<file path="src/rtl/cmam_map.vh">
// constants and field layout for the cpu memory address map block
`ifndef CMAM_MAP_VH
`define CMAM_MAP_VH

`define CMAM_RESET_PC 16'h0000
`define CMAM_RESET_SP 8'h07
`define CMAM_VEC_BASE 16'h0003
`define CMAM_VEC_STEP_SHIFT 3
`define CMAM_PAGE_CTRL_RESET 8'h00
`define CMAM_PSEL_HI 7
`define CMAM_PSEL_LO 6
`define CMAM_PNUM_HI 5
`define CMAM_PNUM_LO 0
`define CMAM_PSW_BANK_HI 4
`define CMAM_PSW_BANK_LO 3
`define CMAM_AUX_PTR_SEL 0
`define CMAM_SFR_PAGE_CTRL 8'h80
`define CMAM_SFR_SP 8'h81
`define CMAM_SFR_DPL 8'h82
`define CMAM_SFR_DPH 8'h83
`define CMAM_SFR_IHIGH 8'hA0
`define CMAM_SFR_AUXILIARY_CONTROL_REG 8'hA2
`define CMAM_SFR_PSW 8'hD0
`define CMAM_LOWER_TOP 8'h7F
`define CMAM_BITRAM_BASE 8'h20
`define CMAM_SFR_WR_PULSE 1
// access kinds for internal data
`define CMAM_SPACE_LOWER 2'b00
`define CMAM_SPACE_UPPER 2'b01
`define CMAM_SPACE_SFR 2'b10

`endif

</file>
<file path="src/rtl/cmam_top.v">
// memory address map: program translation, internal data decode, sram strobes
`timescale 1ns/1ps
`include "cmam_map.vh"

module cmam_top (
    // clock and reset
    input wire clk_i,
    input wire rst_n_i,
    // program fetch request
    input wire fetch_i,
    input wire [15:0] pc_i,
    input wire irq_take_i,
    input wire [4:0] irq_num_i,
    // external data access request
    input wire xrd_i,
    input wire xwr_i,
    input wire x_use_ri_i,
    input wire [7:0] ri_i,
    input wire [7:0] xwdata_i,
    // internal data access request
    input wire id_valid_i,
    input wire id_indirect_i,
    input wire id_write_i,
    input wire [7:0] id_addr_i,
    input wire [7:0] id_wdata_i,
    input wire [2:0] rn_i,
    input wire rn_valid_i,
    input wire [7:0] bit_addr_i,
    input wire bit_valid_i,
    // sram data input (pin side)
    input wire [7:0] mem_rdata_i,
    // fetch address outputs
    output reg [16:0] mem_addr_o,
    output reg prog_rd_o,
    output reg [15:0] pc_o,
    // sram data strobes
    output reg rd_n_o,
    output reg wr_n_o,
    output reg [7:0] mem_wdata_o,
    output reg mem_wdata_oe_o,
    output reg [7:0] mem_rdata_o,
    // internal data decode
    output reg [1:0] id_space_o,
    output reg [7:0] id_phys_o,
    output reg [7:0] id_rdata_o,
    output reg [7:0] rn_addr_o,
    output reg [6:0] bit_byte_o,
    output reg [2:0] bit_pos_o,
    output reg bit_ok_o,
    // state view
    output reg [7:0] sp_o,
    output reg [7:0] page_ctrl_o
);

    reg [7:0] page_ctrl_reg;
    reg [7:0] sp_reg;
    reg [7:0] ihigh_reg;
    reg [7:0] psw_reg;
    reg [7:0] auxiliary_control_reg_reg;
    reg [15:0] data_pointer_pair_reg [0:1];
    reg [15:0] pc_reg;
    reg [7:0] rdat_s1_reg;
    reg [7:0] rdat_s2_reg;
    reg [7:0] sfr_rd_next;
    reg [16:0] phys_next;
    reg [15:0] fetch_pc;
    reg [7:0] bit_byte_next;
    wire [1:0] bank;
    wire wr_sfr;
    wire ptr_sel;
    integer k;

    // extended page size in bytes from the select field
    function [16:0] cmam_page_size;
        input [1:0] sel;
        begin
            case (sel)
                2'b11: cmam_page_size = 17'h0_0000;
                2'b10: cmam_page_size = 17'h0_2000;
                2'b01: cmam_page_size = 17'h0_4000;
                default: cmam_page_size = 17'h0_8000;
            endcase
        end
    endfunction

    // common space size is 64K minus extended size
    function [16:0] cmam_common_size;
        input [1:0] sel;
        begin
            cmam_common_size = 17'h1_0000 - cmam_page_size(sel);
        end
    endfunction

    // space selection by address and mode
    function [1:0] cmam_space;
        input [7:0] addr;
        input indirect;
        begin
            // upper ram and special space share 80h-ffh; mode picks one
            if (addr <= `CMAM_LOWER_TOP) begin
                cmam_space = `CMAM_SPACE_LOWER;
            end else if (indirect) begin
                cmam_space = `CMAM_SPACE_UPPER;
            end else begin
                cmam_space = `CMAM_SPACE_SFR;
            end
        end
    endfunction

    assign bank = psw_reg[`CMAM_PSW_BANK_HI:`CMAM_PSW_BANK_LO];
    assign ptr_sel = auxiliary_control_reg_reg[`CMAM_AUX_PTR_SEL];
    assign wr_sfr = id_valid_i && id_write_i && !id_indirect_i &&
                    (id_addr_i > `CMAM_LOWER_TOP);

    // fetch address: vector or pc, then page translation
    always @* begin
        // vector request overrides the program counter
        if (irq_take_i) begin
            fetch_pc = `CMAM_VEC_BASE + {8'h00, irq_num_i, 3'b000};
        end else begin
            fetch_pc = pc_i;
        end
        // common space passes through; page number ignored there
        if ({1'b0, fetch_pc} < cmam_common_size(page_ctrl_reg[`CMAM_PSEL_HI:`CMAM_PSEL_LO])) begin
            phys_next = {1'b0, fetch_pc};
        end else begin
            // sum kept at 17 bits; wraps above the physical range
            phys_next = {1'b0, fetch_pc} + page_ctrl_reg[`CMAM_PNUM_HI:`CMAM_PNUM_LO] *
                cmam_page_size(page_ctrl_reg[`CMAM_PSEL_HI:`CMAM_PSEL_LO]);
        end
    end

    // special function read mux; unimplemented addresses return zero
    always @* begin
        case (id_addr_i)
            `CMAM_SFR_PAGE_CTRL: sfr_rd_next = page_ctrl_reg;
            `CMAM_SFR_SP: sfr_rd_next = sp_reg;
            `CMAM_SFR_DPL: sfr_rd_next = data_pointer_pair_reg[ptr_sel][7:0];
            `CMAM_SFR_DPH: sfr_rd_next = data_pointer_pair_reg[ptr_sel][15:8];
            `CMAM_SFR_IHIGH: sfr_rd_next = ihigh_reg;
            `CMAM_SFR_AUXILIARY_CONTROL_REG: sfr_rd_next = auxiliary_control_reg_reg;
            `CMAM_SFR_PSW: sfr_rd_next = psw_reg;
            default: sfr_rd_next = 8'h00;
        endcase
    end

    // bit address decode
    always @* begin
        // upper half: special registers ending in 0h or 8h
        if (bit_addr_i[7]) begin
            bit_byte_next = {bit_addr_i[7:3], 3'b000};
        end else begin
            // lower half: 16 bytes above the register banks
            bit_byte_next = `CMAM_BITRAM_BASE + {4'h0, bit_addr_i[6:3]};
        end
    end

    // register file for page control, stack and pointers
    always @(posedge clk_i or negedge rst_n_i) begin
        if (!rst_n_i) begin
            page_ctrl_reg <= `CMAM_PAGE_CTRL_RESET;
            sp_reg <= `CMAM_RESET_SP;
            ihigh_reg <= 8'h00;
            psw_reg <= 8'h00;
            auxiliary_control_reg_reg <= 8'h00;
            for (k = 0; k < 2; k = k + 1) begin
                data_pointer_pair_reg[k] <= 16'h0000;
            end
        end else if (wr_sfr) begin
            // writes to unimplemented addresses are dropped
            case (id_addr_i)
                `CMAM_SFR_PAGE_CTRL: page_ctrl_reg <= id_wdata_i;
                `CMAM_SFR_SP: sp_reg <= id_wdata_i;
                `CMAM_SFR_DPL: data_pointer_pair_reg[ptr_sel][7:0] <= id_wdata_i;
                `CMAM_SFR_DPH: data_pointer_pair_reg[ptr_sel][15:8] <= id_wdata_i;
                `CMAM_SFR_IHIGH: ihigh_reg <= id_wdata_i;
                `CMAM_SFR_AUXILIARY_CONTROL_REG: auxiliary_control_reg_reg <= {id_wdata_i[7:3], 1'b0, id_wdata_i[1:0]};
                `CMAM_SFR_PSW: psw_reg <= id_wdata_i;
                default: sp_reg <= sp_reg;
            endcase
        end
    end

    // two-stage capture of sram read data from the pins
    always @(posedge clk_i or negedge rst_n_i) begin
        if (!rst_n_i) begin
            rdat_s1_reg <= 8'h00;
            rdat_s2_reg <= 8'h00;
        end else begin
            rdat_s1_reg <= mem_rdata_i;
            rdat_s2_reg <= rdat_s1_reg;
        end
    end

    // shared sram bus: fetch and external data access
    always @(posedge clk_i or negedge rst_n_i) begin
        if (!rst_n_i) begin
            pc_reg <= `CMAM_RESET_PC;
            mem_addr_o <= {1'b0, `CMAM_RESET_PC};
            prog_rd_o <= 1'b0;
            rd_n_o <= 1'b1;
            wr_n_o <= 1'b1;
            mem_wdata_o <= 8'h00;
            mem_wdata_oe_o <= 1'b0;
        end else begin
            rd_n_o <= 1'b1;
            wr_n_o <= 1'b1;
            prog_rd_o <= 1'b0;
            mem_wdata_oe_o <= 1'b0;
            if (xrd_i || xwr_i) begin
                // data space is its own 64K region of the shared sram
                if (x_use_ri_i) begin
                    mem_addr_o <= {1'b1, ihigh_reg, ri_i};
                end else begin
                    mem_addr_o <= {1'b1, data_pointer_pair_reg[ptr_sel]};
                end
                rd_n_o <= ~xrd_i;
                wr_n_o <= ~(xwr_i && !xrd_i);
                mem_wdata_o <= xwdata_i;
                mem_wdata_oe_o <= xwr_i && !xrd_i;
            end else if (fetch_i || irq_take_i) begin
                mem_addr_o <= phys_next;
                pc_reg <= fetch_pc;
                prog_rd_o <= 1'b1;
            end
        end
    end

    // internal data decode, read data and state view outputs
    always @(posedge clk_i or negedge rst_n_i) begin
        if (!rst_n_i) begin
            id_space_o <= `CMAM_SPACE_LOWER;
            id_phys_o <= 8'h00;
            id_rdata_o <= 8'h00;
            rn_addr_o <= 8'h00;
            bit_byte_o <= 7'h00;
            bit_pos_o <= 3'b000;
            bit_ok_o <= 1'b0;
            mem_rdata_o <= 8'h00;
            pc_o <= `CMAM_RESET_PC;
            sp_o <= `CMAM_RESET_SP;
            page_ctrl_o <= `CMAM_PAGE_CTRL_RESET;
        end else begin
            id_space_o <= cmam_space(id_addr_i, id_indirect_i);
            id_phys_o <= id_addr_i;
            id_rdata_o <= sfr_rd_next;
            // bank bits sampled with the operand, not earlier
            if (rn_valid_i) begin
                rn_addr_o <= {3'b000, bank, rn_i};
            end
            if (bit_valid_i) begin
                bit_byte_o <= bit_byte_next[6:0];
                bit_pos_o <= bit_addr_i[2:0];
                bit_ok_o <= 1'b1;
            end
            mem_rdata_o <= rdat_s2_reg;
            pc_o <= pc_reg;
            sp_o <= sp_reg;
            page_ctrl_o <= page_ctrl_reg;
        end
    end

endmodule // cmam_top

</file>
<file path="config.mk">
export PLATFORM = sky130hd
export DESIGN_NAME = cmam_top
export DESIGN_NICKNAME = d
export VERILOG_FILES = /design/src/rtl/cmam_top.v
export VERILOG_INCLUDE_DIRS = /design/src /design/src/rtl
export SDC_FILE = /design/constraint.sdc
export NUM_CORES = 1
export LEC_CHECK = 0
export BUFFER_PORTS_ARGS = -buffer_cell sky130_fd_sc_hd__buf_2
export CORE_UTILIZATION = 47
export CTS_CLUSTER_SIZE = 8
export DETAILED_ROUTE_END_ITERATION = 12
export GPL_TIMING_DRIVEN = 0
export PLACE_DENSITY = 0.72
export SLEW_MARGIN = 20
export SYNTH_ARGS = -nofsm -noshare
export SYNTH_HDL_FRONTEND = slang
export SYNTH_SLANG_ARGS = --single-unit
export TNS_END_PERCENT = 50
</file>
<file path="constraint.sdc">
create_clock -name clk_i -period 7.7 [get_ports clk_i]
set_input_delay 1.54 -clock clk_i [delete_from_list [all_inputs] [get_ports clk_i]]
set_output_delay 1.54 -clock clk_i [all_outputs]
set_load 0.02 [all_outputs]
</file>
==> impl_metrics.env, run 1 <==
export IMPL_worstSkewPairLatency_ns=0.52
export IMPL_port_buffers=184
export IMPL_crit_fanout=6
export IMPL_vias_per_cell=5.27
export IMPL_drv_slew=0
export IMPL_fin_skew_ns=0.0183
export IMPL_grt_pass1_wl_um=32100
export IMPL_synth_distinct_cells=58
export IMPL_start_kind="register"
export IMPL_cts_sinks=206
export IMPL_largest_reg_flops=32
export IMPL_die_h_um=135
export IMPL_slew_limit_headroom=0.245
export IMPL_slowest_stage="fa_1"
export IMPL_crit_end="mem_addr_o[16]$_DFFE_PN0P_"
export IMPL_power_density_nw_per_um2=241
export IMPL_grtUsageTotal=0.229
export IMPL_start_util=0.483
export IMPL_ys_warn_count=0
export IMPL_core_area_um2=17400
export IMPL_die_area_um2=18400
export IMPL_critPathTopFamily="adder cells"
export IMPL_period_needed_ns=3.46
export IMPL_nets=958
export IMPL_drt_iter0_markers=342
export IMPL_synth_area_per_cell_um2=13.1
export IMPL_cellLeakagePower_nw=5.28
export IMPL_reg2reg_to="mem_addr_o[16]$_DFFE_PN0P_"
export IMPL_crit_type="reg2reg"
export IMPL_setup_violations=0
export IMPL_ys_seq_elements=206
export IMPL_worstSetupPathDepth=13
export IMPL_grt_overflow=0
export IMPL_crit_path_end_kind="register"
export IMPL_rows=48
export IMPL_ff2ff_path_depth=13
export IMPL_drive_above_1_share=0.387
export IMPL_r2r_start="page_ctrl_reg[6]$_DFFE_PN0P_"
export IMPL_cts_root_buf="clkbuf_16"
export IMPL_path_buf_inv=2
export IMPL_gp_congestion=0.813
export IMPL_fin_ws_ns=4.24
export IMPL_critPathArrivalTime_ns=3.85
export IMPL_syn_inst=640
export IMPL_hold_path_class="reg2reg"
export IMPL_synthToLayoutAreaGrowth_pct=25.1
export IMPL_syn_area_um2=8380
export IMPL_drt_wl_total_um=20200
export IMPL_timing_final_hold_violations=0
export IMPL_p_total_mw=2.53
export IMPL_cts_resized=0
export IMPL_peakVddDrop_uv=197
export IMPL_ios=190
export IMPL_outcome="finished clean"
export IMPL_num_vias=5824
export IMPL_fin_util=0.604
export IMPL_tightest_slew_ns=1.12
export IMPL_worst_hold_slack_ns=0.340
export IMPL_synthArstFlopShare=1.00
export IMPL_synth_flop_cell="dfrtp_1"
export IMPL_clockBufferDepth=3
export IMPL_fmax_ghz=0.289
export IMPL_cpMostUsedCell="xnor2_1"
export IMPL_drv_cap=0
export IMPL_rsz0062_at_grt="false"
export IMPL_rrSetupSlack_ns=4.24
export IMPL_pre_cts_slack_ns=3.76
export IMPL_startpoint="page_ctrl_reg[6]$_DFFE_PN0P_"
export IMPL_dp_hpwl_um=14400
export IMPL_synth_edf_count=0
export IMPL_cts_buffers=29
export IMPL_tns_ns=0
export IMPL_clk_pin_slew_ns=0.05
export IMPL_post_cts_buffers=0
export IMPL_ant_nets=0
export IMPL_crit_chain="inv_1 -> ha_1 -> nand2_1 -> fa_1 -> inv_1 -> ha_1 -> ha_1 -> fa_1 -> xnor2_1 -> xnor2_1 -> xnor2_1 -> xnor2_1 -> o21ai_0"
export IMPL_slowest_delay_ns=0.55
export IMPL_ys_seq_area_frac=0.617
export IMPL_cp_required_ns=8.09
export IMPL_htreeDepth=1
export IMPL_wl_per_cell_um=18.3
export IMPL_die_w_um=135
export IMPL_post_route_period_util=0.449
export IMPL_drc=0
export IMPL_layout_commonest_cell="dfrtp_1"
export IMPL_first_pass_iters=6
export IMPL_antenna_cells=0
export IMPL_antenna_found_initial=1
export IMPL_cts_tree="yes"
export IMPL_grt_pass1_vias=5928
export IMPL_layout_common_cells="dfrtp_1 (198), buf_2 (190), mux2_2 (88)"
export IMPL_grt_max_degree=103
export IMPL_ctsHoldBuffers=0
power by group:
part / internal [mW] / total (mW) / switching, mW
clock: 0.709 / 1.14 / 0.430
sequential: 1.14 / 1.16 / 0.0231
combinational: 0.0781 / 0.225 / 0.147
metrics by stage:
step	instances	area, um^2
6_report	1106	10500
5_1_grt	1106	10500
4_1_cts	1106	10500
3_5_place_dp	1053	9650
3_3_place_gp	1051	9590
2_1_floorplan	642	8380
cells in the mapped netlist (all sizes together) (9+ instances only):
master  instances  area, um^2
nor2           23        96.4
ha             13         163
nand2          71         272
mux2i          31         310
mux2           88         991
nand2b         12        75.1
o21ai          37         189
buf            13        80.1
a21oi          13        65.1
dfrtp         198        4950
inv            14        52.6
clkbuf         15        56.3
and2            9        57.6
area by class of cell:
| type | instances | area, um^2 |
|---|---|---|
| Sequential cell | 206 | 5160 |
| Tap cell | 225 | 282 |
| Fill cell | 1428 | 6880 |
| Clock buffer | 53 | 826 |
| Buffer | 28 | 136 |
| Timing Repair Buffer | 186 | 986 |
| Multi-Input combinational cell | 393 | 3030 |
| Inverter | 15 | 56.3 |
per-layer routing:
metal	GRT usage	part of all wire	vias to the layer above
li1	-	-	2684
met1	0.307	0.43	2885
met2	0.378	0.48	216
met3	0.0441	0.072	37
met4	0.0712	0.021	2
met5	0	0.00040	-
worst min path at each step:
stage                             startpoint                  endpoint  slack [ns]  depth (start not counted)
detailed placement  rdat_s1_reg[2]$_DFF_PN0_  rdat_s2_reg[2]$_DFF_PN0_        0.33                          0
finish              rdat_s1_reg[3]$_DFF_PN0_  rdat_s2_reg[3]$_DFF_PN0_        0.34                          0
CTS                 rdat_s1_reg[3]$_DFF_PN0_  rdat_s2_reg[3]$_DFF_PN0_        0.34                          0
global placement    rdat_s2_reg[2]$_DFF_PN0_  mem_rdata_o[2]$_DFF_PN0_        0.33                          0
global route        rdat_s1_reg[3]$_DFF_PN0_  rdat_s2_reg[3]$_DFF_PN0_        0.35                          0
floorplan           rdat_s2_reg[0]$_DFF_PN0_  mem_rdata_o[0]$_DFF_PN0_        0.33                          0
cell families after synthesis:
logic type	after synthesis	synth area share
other	1	0.000448
muxes	119	0.155
and+or+nand+nor	150	0.0959
adders and majority gates	15	0.0242
buffers and inverters	43	0.0230
AOI/OAI and AO/OA	100	0.0781
DFF	206	0.617
xor gates and xnor gates	6	0.00627
(Power assumes the default switching activity.)
==> run 2: changes to the inputs <==
- clock period: 7.7 -> 3.4 ns (I/O delays scaled with it)
==> run 2 against run 1 <==
Net effect: sequential power increased by 130%; final cell count is 0.45% higher; count of clock-buffer cells in the layout did not move; critical path type unchanged; largest power group unchanged.
==> impl_metrics.env, run 2 (synthesized netlist as in run 1, its figures left out) <==
export IMPL_start_util=0.483
export IMPL_final_cells=1111
export IMPL_cts_tree="yes"
export IMPL_fin_skew_ns=0.0199
export IMPL_fmax_ghz=0.310
export IMPL_slew_limit_headroom=0.233
export IMPL_num_vias=5868
export IMPL_peakVddDrop_uv=448
export IMPL_setup_violations=0
export IMPL_ant_nets=0
export IMPL_ios=190
export IMPL_crit_type="reg2reg"
export IMPL_slowest_stage="fa_1"
export IMPL_grt_pass1_wl_um=32200
export IMPL_hold_path_class="in2async"
export IMPL_tns_ns=0
export IMPL_fin_ws_ns=0.175
export IMPL_final_cell_area_um2=10500
export IMPL_drt_iter0_markers=288
export IMPL_wl_per_cell_um=18.3
export IMPL_layout_commonest_cell="dfrtp_1"
export IMPL_layout_common_cells="dfrtp_1 (196), buf_2 (190), mux2_2 (88)"
export IMPL_port_buffers=184
export IMPL_cpMostUsedCell="xnor2_1"
export IMPL_outcome="finished clean"
export IMPL_drv_cap=0
export IMPL_antenna_found_initial=1
export IMPL_tightest_slew_ns=1.14
export IMPL_critPathArrivalTime_ns=3.62
export IMPL_timing_final_hold_violations=0
export IMPL_die_area_um2=18400
export IMPL_cts_sinks=206
export IMPL_drt_wl_total_um=20400
export IMPL_cellLeakagePower_nw=5.29
export IMPL_nets=963
export IMPL_cts_root_buf="clkbuf_16"
export IMPL_vias_per_cell=5.28
export IMPL_rows=48
export IMPL_die_h_um=135
export IMPL_cp_required_ns=3.80
export IMPL_start_kind="register"
export IMPL_post_route_period_util=0.949
export IMPL_worstSkewPairLatency_ns=0.52
export IMPL_p_total_mw=5.72
export IMPL_pre_cts_slack_ns=-0.0396
export IMPL_crit_chain="inv_1 -> ha_2 -> nand2_1 -> fa_1 -> inv_1 -> ha_1 -> ha_1 -> fa_2 -> xnor2_2 -> xnor2_1 -> xnor2_1 -> xnor2_1 -> o21ai_0"
export IMPL_first_pass_iters=5
export IMPL_fin_util=0.607
export IMPL_die_w_um=135
export IMPL_largest_reg_flops=32
export IMPL_period_needed_ns=3.23
export IMPL_dp_hpwl_um=14400
export IMPL_clk_pin_slew_ns=0.05
export IMPL_drv_slew=0
export IMPL_crit_fanout=5
export IMPL_synthToLayoutAreaGrowth_pct=25.9
export IMPL_drive_above_1_share=0.398
export IMPL_grt_pass1_vias=5939
export IMPL_power_density_nw_per_um2=543
export IMPL_core_area_um2=17400
export IMPL_placed_cells=1053
export IMPL_placed_cell_area_um2=9650
export IMPL_drc=0
export IMPL_grt_overflow=0
export IMPL_grtUsageTotal=0.230
export IMPL_grt_max_degree=103
export IMPL_clockBufferDepth=3
export IMPL_htreeDepth=1
export IMPL_ctsHoldBuffers=0
export IMPL_gp_congestion=0.813
export IMPL_antenna_cells=0
export IMPL_slowest_delay_ns=0.52
export IMPL_cts_buffers=29
export IMPL_worst_hold_slack_ns=0.0150
export IMPL_crit_path_end_kind="register"
[run 2: changes by cell type in the layout (fill, tap and decap cells not counted), moves of 2 or more]
cell     change
dfrtp_2      +2
buf_4        +5
dfrtp_1      -2
ha_1         -2
[run 2: power breakdown]
group | total (mW) | switching [mW] | internal, mW
clock network | 2.58 | 0.974 | 1.60
registers | 2.63 | 0.0519 | 2.58
logic | 0.511 | 0.333 | 0.178
[run 2: worst max-delay path: cells and delay by family, from the launching register on]
family	cells	cell delay, ns
xor+xnor	4	0.64
simple gates	1	0.08
compound gates	1	0.10
fa+ha+maj	5	1.69
flops	1	0.44
buf+inv	2	0.16
[run 2: final cells by class]
| type | count | area [um^2] |
|---|---|---|
| fillers | 1418 | 6820 |
| well taps | 225 | 282 |
| repair buffers | 191 | 1020 |
| plain buffers | 28 | 136 |
| flip-flops and latches | 206 | 5170 |
| inverters | 15 | 56.3 |
| clock buffers | 53 | 826 |
| multi-input cells | 393 | 3050 |
[run 2: metal layers]
metal,track usage,share of wire,vias up
li1,-,-,2701
met1,0.307,0.43,2903
met2,0.380,0.48,223
met3,0.0438,0.068,39
met4,0.0712,0.021,2
met5,0,0.00039,-
[run 2: path summary, 6_finish.rpt]
check,endpoint,startpoint,slack (ns),cells past startpoint
max,mem_addr_o[16]$_DFFE_PN0P_,page_ctrl_reg[7]$_DFFE_PN0P_,0.17,13
min,pc_o[7]$_DFF_PN0_,rst_n_i,0.02,1
max reg2reg,mem_addr_o[16]$_DFFE_PN0P_,page_ctrl_reg[7]$_DFFE_PN0P_,0.17,13
min reg2reg,rdat_s2_reg[3]$_DFF_PN0_,rdat_s1_reg[3]$_DFF_PN0_,0.34,0
max in group asynchronous,sp_o[2]$_DFF_PN1_,rst_n_i,2.56,2
min in group clk_i,rdat_s1_reg[6]$_DFF_PN0_,mem_rdata_i[6],0.28,1
[run 2: repair_timing]
action	in CTS	in global routing
buffers inserted	0	5
gates resized for setup	5	3
setup endpoints to repair	1	1
cloned	0	0
pin swaps	0	3
